===== src/common/slice_instr_pkg.sv =====
`default_nettype none
package slice_instr_pkg;
  // word widths per slice generation
  localparam int W_GEN_ONE   = 15;
  localparam int W_GEN_TWO   = 20;
  localparam int W_GEN_THREE = 22;
  localparam int W_MAX       = 22;

  typedef enum logic [1:0] {
    GEN_ONE   = 2'h0,
    GEN_TWO   = 2'h1,
    GEN_THREE = 2'h2
  } gen_t;

  // preset operations
  localparam logic [3:0] OP_C_PROD    = 4'h0;
  localparam logic [3:0] OP_CASC_PROD = 4'h1;
  localparam logic [3:0] OP_RES_PROD  = 4'h2;
  localparam logic [3:0] OP_PROD      = 4'h3;
  localparam logic [3:0] OP_C_CAT     = 4'h4;
  localparam logic [3:0] OP_C_M_CAT   = 4'h5;
  localparam logic [3:0] OP_C         = 4'h6;
  localparam logic [3:0] OP_CUSTOM    = 4'h7;

  // xy source, word bits 3:0
  localparam logic [3:0] XY_ZERO     = 4'h0;
  localparam logic [3:0] XY_RES      = 4'h2;
  localparam logic [3:0] XY_CAT      = 4'h3;
  localparam logic [3:0] XY_PROD     = 4'h5;
  localparam logic [3:0] XY_C        = 4'hC;
  localparam logic [3:0] XY_RES_C    = 4'hE;
  localparam logic [3:0] XY_CAT_C    = 4'hF;
  // z source, word bits 6:4
  localparam logic [2:0] Z_ZERO      = 3'h0;
  localparam logic [2:0] Z_CASC      = 3'h1;
  localparam logic [2:0] Z_RES       = 3'h2;
  localparam logic [2:0] Z_C         = 3'h3;
  localparam logic [2:0] Z_CASC_SHR  = 3'h5;
  localparam logic [2:0] Z_RES_SHR   = 3'h6;
  localparam int Z_SHIFT = 17;
  // arithmetic unit function, word bits 10:7
  localparam logic [3:0] ALU_ADD     = 4'h0;
  localparam logic [3:0] ALU_SUB     = 4'h3;
  // carry source, word bits 14:12; code 0 takes bit 11
  localparam logic [2:0] CY_BIT      = 3'h0;
  localparam logic [2:0] CY_CASC_INF = 3'h1;
  localparam logic [2:0] CY_CASC_ZER = 3'h2;
  localparam logic [2:0] CY_RES_INF  = 3'h3;
  localparam logic [2:0] CY_RES_ZER  = 3'h4;
  localparam logic [2:0] CY_WIDE_PAR = 3'h5;
  localparam logic [2:0] CY_WIDE_SEQ = 3'h6;
  localparam logic [2:0] CY_PROD_RND = 3'h7;
  // w source, word bits 21:20
  localparam logic [1:0] W_ZERO = 2'h0;
  localparam logic [1:0] W_RES  = 2'h1;
  localparam logic [1:0] W_RND  = 2'h2;
  localparam logic [1:0] W_C    = 2'h3;

  // field positions
  localparam int XY_LSB = 0;
  localparam int Z_LSB  = 4;
  localparam int ALU_LSB = 7;
  localparam int CIN_BIT = 11;
  localparam int CY_LSB = 12;
  localparam int IN_LSB = 15;
  localparam int W_LSB  = 20;

  // register offsets and reset values
  localparam logic [7:0] OFS_CTRL   = 8'h00;
  localparam logic [7:0] OFS_CUSTOM = 8'h04;
  localparam logic [7:0] OFS_STAGE  = 8'h08;
  localparam logic [7:0] OFS_WORD   = 8'h0C;
  localparam logic [31:0] RST_CTRL   = 32'h0000_0000;
  localparam logic [31:0] RST_CUSTOM = 32'h0000_0000;
  localparam logic [31:0] RST_STAGE  = 32'h0000_0000;

  typedef struct packed {
    logic       mult_negate;
    logic       mult_b_ad;
    logic       mult_a_ad;
    logic       preadd_in_b;
  } static_t;

  typedef struct packed {
    gen_t       gen;
    logic [3:0] preset;
    logic       cin_port_sel;
    logic       cin_value;
    logic [3:0] xy;
    logic [2:0] z;
    logic [3:0] alu;
    logic [2:0] carry_sel;
    logic [1:0] w;
    logic [3:0] preadd_mode;
    logic       a_stage_one;
    logic       b_stage_one;
    static_t    stat;
  } cfg_t;
endpackage
`default_nettype wire


===== src/hdl/instr_cfg_regs.sv =====
`timescale 1ns/1ps
`default_nettype none
module instr_cfg_regs (
  input  wire logic                          pclk,
  input  wire logic                          presetn,
  input  wire logic                          psel,
  input  wire logic                          penable,
  input  wire logic                          pwrite,
  input  wire logic [7:0]                    paddr,
  input  wire logic [31:0]                   pwdata,
  input  wire logic [slice_instr_pkg::W_MAX-1:0] word,
  output logic      [31:0]                   prdata,
  output logic                               pslverr,
  output slice_instr_pkg::cfg_t              cfg
);
  logic [31:0] ctrl_q, ctrl_d, cust_q, cust_d, stage_q, stage_d;
  logic        hit;
  logic        wr;

  always_comb begin
    hit = (paddr == slice_instr_pkg::OFS_CTRL) || (paddr == slice_instr_pkg::OFS_CUSTOM)
       || (paddr == slice_instr_pkg::OFS_STAGE) || (paddr == slice_instr_pkg::OFS_WORD);
    wr      = psel && penable && pwrite;
    ctrl_d  = ctrl_q;
    cust_d  = cust_q;
    stage_d = stage_q;
    if (wr && paddr == slice_instr_pkg::OFS_CTRL) ctrl_d = pwdata & 32'h0000_03F3;
    if (wr && paddr == slice_instr_pkg::OFS_CUSTOM) cust_d = pwdata & 32'h0003_77FF;
    if (wr && paddr == slice_instr_pkg::OFS_STAGE) stage_d = pwdata & 32'h0000_03FF;
    pslverr = psel && penable && !hit;
    case (paddr)
      slice_instr_pkg::OFS_CTRL:   prdata = ctrl_q;
      slice_instr_pkg::OFS_CUSTOM: prdata = cust_q;
      slice_instr_pkg::OFS_STAGE:  prdata = stage_q;
      slice_instr_pkg::OFS_WORD:   prdata = {10'h000, word};
      default:                     prdata = 32'h0000_0000;
    endcase
  end

  always_ff @(posedge pclk or negedge presetn) begin
    if (!presetn) begin
      ctrl_q  <= slice_instr_pkg::RST_CTRL;
      cust_q  <= slice_instr_pkg::RST_CUSTOM;
      stage_q <= slice_instr_pkg::RST_STAGE;
    end else begin
      ctrl_q  <= ctrl_d;
      cust_q  <= cust_d;
      stage_q <= stage_d;
    end
  end

  always_comb begin
    cfg.gen          = (ctrl_q[1:0] == 2'h3) ? slice_instr_pkg::GEN_THREE
                                               : slice_instr_pkg::gen_t'(ctrl_q[1:0]);
    cfg.preset       = ctrl_q[7:4];
    cfg.cin_port_sel = ctrl_q[8];
    cfg.cin_value    = ctrl_q[9];
    cfg.xy           = cust_q[3:0];
    cfg.z            = cust_q[6:4];
    cfg.alu          = cust_q[10:7];
    cfg.carry_sel    = cust_q[14:12];
    cfg.w            = cust_q[17:16];
    cfg.preadd_mode  = stage_q[3:0];
    cfg.a_stage_one  = stage_q[4];
    cfg.b_stage_one  = stage_q[5];
    cfg.stat         = slice_instr_pkg::static_t'(stage_q[9:6]);
  end
endmodule // instr_cfg_regs
`default_nettype wire


===== src/hdl/slice_instr_const.sv =====
// Notes on behaviour
// (RULE1) word is 15, 20 or 22 bits
// (RULE2) word holds select, carry, alu, input-stage bits
// (RULE3) bits 3:0 pick the xy source
// (RULE4) bits 6:4 pick the z source
// (RULE5) bits 14:12 pick the carry source
// (RULE6) external carry port lands at bit 11
// (RULE7) third generation carries w source select
// (RULE8) third generation pre-adder picks a or b
// (RULE9) third generation multiplier a-source select
// (RULE10) third generation multiplier b-source select
// (RULE11) a stage (gen three), b stage (gens two, three)
// (RULE12) seven presets; custom fields only when custom
// (RULE13) newest variant may negate the product
// (RULE14) controller muxes several words per step
// (RULE15) word constant, no latency or clock dependence
//
// The address map and register access over APB were decided locally.
`timescale 1ns/1ps
`default_nettype none
module slice_instr_const (
  input  wire logic                               pclk,
  input  wire logic                               presetn,
  input  wire logic                               psel,
  input  wire logic                               penable,
  input  wire logic                               pwrite,
  input  wire logic [7:0]                         paddr,
  input  wire logic [31:0]                        pwdata,
  output logic      [31:0]                        prdata,
  output logic                                    pready,
  output logic                                    pslverr,
  input  wire logic                               carry_in,
  output logic      [slice_instr_pkg::W_MAX-1:0]  instr_word,
  output logic      [4:0]                         word_width,
  output slice_instr_pkg::static_t                static_ctrl
);
  ////////////////////////////////////////////////////////////////////////////
  slice_instr_pkg::cfg_t cfg;

  instr_cfg_regs u_regs (
    .pclk    (pclk),
    .presetn (presetn),
    .psel    (psel),
    .penable (penable),
    .pwrite  (pwrite),
    .paddr   (paddr),
    .pwdata  (pwdata),
    .word    (instr_word),
    .prdata  (prdata),
    .pslverr (pslverr),
    .cfg     (cfg)
  );

  assign pready = 1'b1;

  ////////////////////////////////////////////////////////////////////////////
  // input-stage control: {b_stage_one, sub, d_en, zero_a, a_stage_one}
  function automatic logic [4:0] preadd_code(input logic [3:0] mode);
    case (mode)
      4'h0:    preadd_code = 5'h02;
      4'h1:    preadd_code = 5'h00;
      4'h2:    preadd_code = 5'h01;
      4'h3:    preadd_code = 5'h04;
      4'h4:    preadd_code = 5'h05;
      4'h5:    preadd_code = 5'h06;
      4'h6:    preadd_code = 5'h08;
      4'h7:    preadd_code = 5'h09;
      4'h8:    preadd_code = 5'h0C;
      4'h9:    preadd_code = 5'h0D;
      default: preadd_code = 5'h00;
    endcase
  endfunction

  ////////////////////////////////////////////////////////////////////////////
  logic [3:0] xy;
  logic [2:0] z;
  logic [3:0] alu;
  logic [2:0] cy;
  logic [1:0] w;
  logic       cin_bit;
  logic [4:0] inmode;

  always_comb begin
    xy  = slice_instr_pkg::XY_PROD;
    z   = slice_instr_pkg::Z_C;
    alu = slice_instr_pkg::ALU_ADD;
    cy  = slice_instr_pkg::CY_BIT;
    w   = slice_instr_pkg::W_ZERO;
    case (cfg.preset)
      slice_instr_pkg::OP_C_PROD: begin // RULE12
        z = slice_instr_pkg::Z_C;
      end
      slice_instr_pkg::OP_CASC_PROD: begin
        z = slice_instr_pkg::Z_CASC;
      end
      slice_instr_pkg::OP_RES_PROD: begin
        z = slice_instr_pkg::Z_RES;
      end
      slice_instr_pkg::OP_PROD: begin
        z = slice_instr_pkg::Z_ZERO;
      end
      slice_instr_pkg::OP_C_CAT: begin
        xy = slice_instr_pkg::XY_CAT;
      end
      slice_instr_pkg::OP_C_M_CAT: begin
        xy  = slice_instr_pkg::XY_CAT;
        alu = slice_instr_pkg::ALU_SUB;
      end
      slice_instr_pkg::OP_C: begin
        xy = slice_instr_pkg::XY_ZERO;
      end
      slice_instr_pkg::OP_CUSTOM: begin // RULE12
        xy  = cfg.xy;
        z   = cfg.z;
        alu = cfg.alu;
        cy  = cfg.carry_sel;
        w   = cfg.w;
      end
      default: begin
        xy = slice_instr_pkg::XY_PROD;
      end
    endcase
    // carry bit is the live port when selected, else the stored constant
    cin_bit = cfg.cin_port_sel ? carry_in : cfg.cin_value; // RULE6 RULE15
    inmode  = preadd_code(cfg.preadd_mode);
    inmode[4] = cfg.b_stage_one; // RULE11
    if (cfg.gen == slice_instr_pkg::GEN_THREE) begin
      inmode[0] = cfg.a_stage_one; // RULE11
    end
  end

  ////////////////////////////////////////////////////////////////////////////
  always_comb begin
    instr_word = '0;
    instr_word[slice_instr_pkg::XY_LSB +: 4]  = xy; // RULE3
    instr_word[slice_instr_pkg::Z_LSB +: 3]   = z; // RULE4
    instr_word[slice_instr_pkg::ALU_LSB +: 4] = alu; // RULE2
    instr_word[slice_instr_pkg::CIN_BIT]      = cin_bit; // RULE6
    instr_word[slice_instr_pkg::CY_LSB +: 3]  = cy; // RULE5
    static_ctrl = '0;
    word_width  = 5'(slice_instr_pkg::W_GEN_ONE); // RULE1
    case (cfg.gen)
      slice_instr_pkg::GEN_TWO: begin
        instr_word[slice_instr_pkg::IN_LSB +: 5] = inmode; // RULE2
        word_width = 5'(slice_instr_pkg::W_GEN_TWO); // RULE1
      end
      slice_instr_pkg::GEN_THREE: begin
        instr_word[slice_instr_pkg::IN_LSB +: 5] = inmode;
        instr_word[slice_instr_pkg::W_LSB +: 2]  = w; // RULE7
        word_width  = 5'(slice_instr_pkg::W_GEN_THREE); // RULE1
        static_ctrl = cfg.stat; // RULE8 RULE9 RULE10 RULE13
      end
      default: begin
        word_width = 5'(slice_instr_pkg::W_GEN_ONE);
      end
    endcase
  end
endmodule // slice_instr_const
`default_nettype wire


===== config.mk =====
export PLATFORM = sky130hd
export DESIGN_NAME = slice_instr_const
export DESIGN_NICKNAME = d
export VERILOG_FILES = /design/src/common/slice_instr_pkg.sv /design/src/hdl/instr_cfg_regs.sv /design/src/hdl/slice_instr_const.sv
export SDC_FILE = /design/constraint.sdc
export NUM_CORES = 1
export LEC_CHECK = 0
export BUFFER_PORTS_ARGS = -buffer_cell sky130_fd_sc_hd__buf_2
export CORE_MARGIN = 5
export CORE_UTILIZATION = 50
export DETAILED_ROUTE_END_ITERATION = 10
export PLACE_DENSITY = 0.86
export SETUP_SLACK_MARGIN = 0.4
export SKIP_CTS_REPAIR_TIMING = 1
export SLEW_MARGIN = 20
export SYNTH_ARGS = -nofsm -noshare
export SYNTH_HDL_FRONTEND = slang
export SYNTH_SLANG_ARGS = --single-unit

===== constraint.sdc =====
create_clock -name pclk -period 3.7 [get_ports pclk]
set_input_delay 0.37 -clock pclk [delete_from_list [all_inputs] [get_ports pclk]]
set_output_delay 0.37 -clock pclk [all_outputs]
set_load 0.02 [all_outputs]

==> impl_results.md <==
* Met2 Track Usage GR at 31.6%
* Final WL at slightly below 6000 um
* Cell Rows at 24
* Worst path max stage delay at 0.55 ns
* Sink Count at 34
* Warning count from the yosys run at 0
* R2R Path Start: u_regs.ctrl_q[1]
* CP Launch Type: register
* Status: finished, final reports clean
* DR pass1 iterations at 4
* Final hold vios at 0
* Input/output buffers at 82
* Clk pwr share at a little under two fifths
* IO Pins at 111
* CP required at 3.33 ns
* Sequential fraction of design power at 52.2%
* Synth Cell Area at roughly 0.0023 sq mm
* Num CTS Buffers at 5
* Starting density of the core at 51.8%
* Global-route wire length before repair at 9460 um
* # H-tree levels at 2
* Post-synthesis sequential area ratio at 37.7%
* Die ar. at ~0.0060 sq mm
* Capture point of the worst path: prdata[13]
* Slowest CP cell: dfrtp_1
* Die Width at 77.2 um
* FFs w/ async S/R, synth at 100%
* Clock buffer depth at 2
* Worst-path fanout max at 12
* Layout Skew at 0 ns
* Mapped Avg Cell Area at about 10 sq um
* Max-Cap Viols at 0
* WL/cell at 16.4 um
* Antenna viol nets, final at 0
* Slew headroom at 39.7%
* Global placer's final weighted congestion at 0.862
* Setup CP Type: reg -> out
* Clock transition at path regs at 0.08 ns
* Setup TNS at 0 ns
* Clk_lat worst skew at 0.28 ns
* Slew @ Worst Pin at 0.902 ns
* RSZ-0062 raised after global routing: false
* Logic pwr share at 11.0%
* # setup viols final at 0
* Hold WS at ~0.14 ns
* GR Overflow Total at 0
* Via Count at about 1900
* N_diodes at 0
* Area of the core at 0.00435 sq mm
* Fin crit period at between 2 and 2.5 ns
* Peak supply drop at approximately 0.00024 V
* Critical Path, Cell by Cell: and4b_1, nand2b_1, and3_1, and2_1, buf_2
* Post-synth EDFFs at 0
* CP Launch Point: u_regs.ctrl_q[5]
* Slew Viols, Final at 0
* Total track usage at 19.7%
* Cells after Synth at 226
* Internal at around 540 uW
* R2R cell count at 1
* # DRC at 0
* FF+latch count, synth at 34
* Fmax at 405 MHz
* Synth Flop Type: dfrtp_1
* Layout cells sized above 1 at 43.3%
* Routing usage on met3 at around 5.9%
* Final Net Count at 349
* Leakage power at 1.45 nW
* Sw Share at about a quarter
* P per Cell Area at 272 mW/mm^2
* Worst setup EP type: output port
* Met1 usage at 25.8%
* Initial drt markers at 134
* Switching Power at 195 uW
* Dpl hpwl at 4340 um
* Gr busiest metal: met2
* Yosys cell types at 36
* R2r setup slk at 2.74 ns
* Vias in the first global route at 1895
* DIE HEIGHT at 77.2 um
* Root Buffer: clkbuf_8
* Layout area overhead at 19.7%
* Number of antenna violations at the first check in global routing at 0
* Critical Path AT at approximately 2.1 ns
* Hold Crit Class: in -> async
* Fin crit share at 66.8%
* Largest net degree at the start of global routing at 35
* Via/cell ratio at 5.45
* Reg-to-reg endpoint: u_regs.ctrl_q[1]
* TritonCTS clock tree: yes
==> area by class of cell <==
| type | count | area [sq um] |
|---|---|---|
| Multi-Input combinational cell | 168 | 1260 |
| Tap cell | 52 | 65.1 |
| Clock inverter | 2 | 13.8 |
| Fill cell | 360 | 1650 |
| Sequential cell | 34 | 851 |
| Clock buffer | 6 | 72.6 |
| Inverter | 8 | 30.0 |
| Timing Repair Buffer | 82 | 410 |
==> Yosys cell counts (3+ instances only) <==
library cell	instances	area [sq um]
mux4_2	3	67.6
ha_1	4	50.1
inv_1	8	30.0
and2_1	19	119
and3_1	3	18.8
mux2_2	34	383
nor2_1	22	82.6
nand2_1	9	33.8
nand2b_1	7	43.8
buf_4	14	105
a21oi_1	5	25.0
o21ai_0	4	20.0
nand3_1	6	30.0
a31oi_1	5	31.3
buf_2	4	20.0
mux2i_1	7	70.1
nor2b_1	6	37.5
dfrtp_1	34	851
clkbuf_1	8	30.0
==> stage by stage <==
step                area [sq um]  setup slack (ns)  util, %  instances  power, mW
global route                2700              1.03     62.0        352      0.772
CTS                         2700              1.20     62.0        352      0.742
detailed placement          2610              1.35     60.0        344      0.471
finish                      2700              1.23     62.0        352      0.734
floorplan                   2290              1.36        -        236      0.444
global placement            2610              1.42     60.0        344      0.468
==> kinds of logic after synthesis <==
family | Yosys count | share of synthesized area, %
adders and majority gates | 4 | 2.22
AOI/OAI and AO/OA | 23 | 6.66
DFF | 34 | 37.7
and+or+nand+nor | 84 | 21.3
other | 2 | 0.333
muxes | 45 | 23.6
buffers and inverters | 34 | 8.21
==> layer usage <==
metal / vias to the layer above / part of all wire [%]
met3: 8 / 10
met1: 912 / 40
met5: - / 0
met2: 94 / 49
met4: 0 / 1.4
li1: 903 / -
==> power groups by stage <==
| stage | clock network, mW | registers (mW) | logic [mW] |
|---|---|---|---|
| floorplan | 0 | 0.387 | 0.0573 |
| global placement | 0 | 0.390 | 0.0787 |
| detailed placement | 0 | 0.390 | 0.0808 |
| CTS | 0.278 | 0.383 | 0.0810 |
| global route | 0.299 | 0.384 | 0.0890 |
| finish | 0.270 | 0.383 | 0.0808 |
==> state kept, by name, indices dropped and copies added, names as in the netlist <==
signal          cells
u_regs.cust_q      16
u_regs.stage_q     10
u_regs.ctrl_q       8
==> critical path, delay by kind of cell (launching register included) <==
kind,cells,cell delay (ns)
buffers and inverters,1,0.16
and+or+nand+nor,4,1.09
DFF,1,0.55
==> worst min path at each step <==
stage,slack (ns),startpoint,to,cells after the start
after floorplan,0.07,presetn,u_regs.ctrl_q[0],0
after global placement,0.47,presetn,u_regs.cust_q[8],1
after detailed placement,0.49,presetn,u_regs.cust_q[8],1
after CTS,0.17,presetn,u_regs.cust_q[8],1
after global routing,0.21,presetn,u_regs.stage_q[8],1
final,0.14,presetn,u_regs.stage_q[8],1
==> layout by cell type (no fill, tap or decap), types with 3 or more instances in the layout <==
| cell type | instances |
|---|---|
| mux4_2 | 3 |
| a21oi_1 | 5 |
| mux2i_1 | 7 |
| conb_1 | 12 |
| and3_1 | 3 |
| nand3_1 | 6 |
| clkbuf_8 | 5 |
| nand2_1 | 9 |
| inv_1 | 8 |
| nor2_1 | 22 |
| o21ai_0 | 4 |
| buf_2 | 82 |
| ha_1 | 4 |
| dfrtp_1 | 34 |
| nand2b_1 | 7 |
| and2_1 | 19 |
| a31oi_1 | 5 |
| nor2b_1 | 6 |
| mux2_2 | 34 |
(Power assumes the default switching activity.)
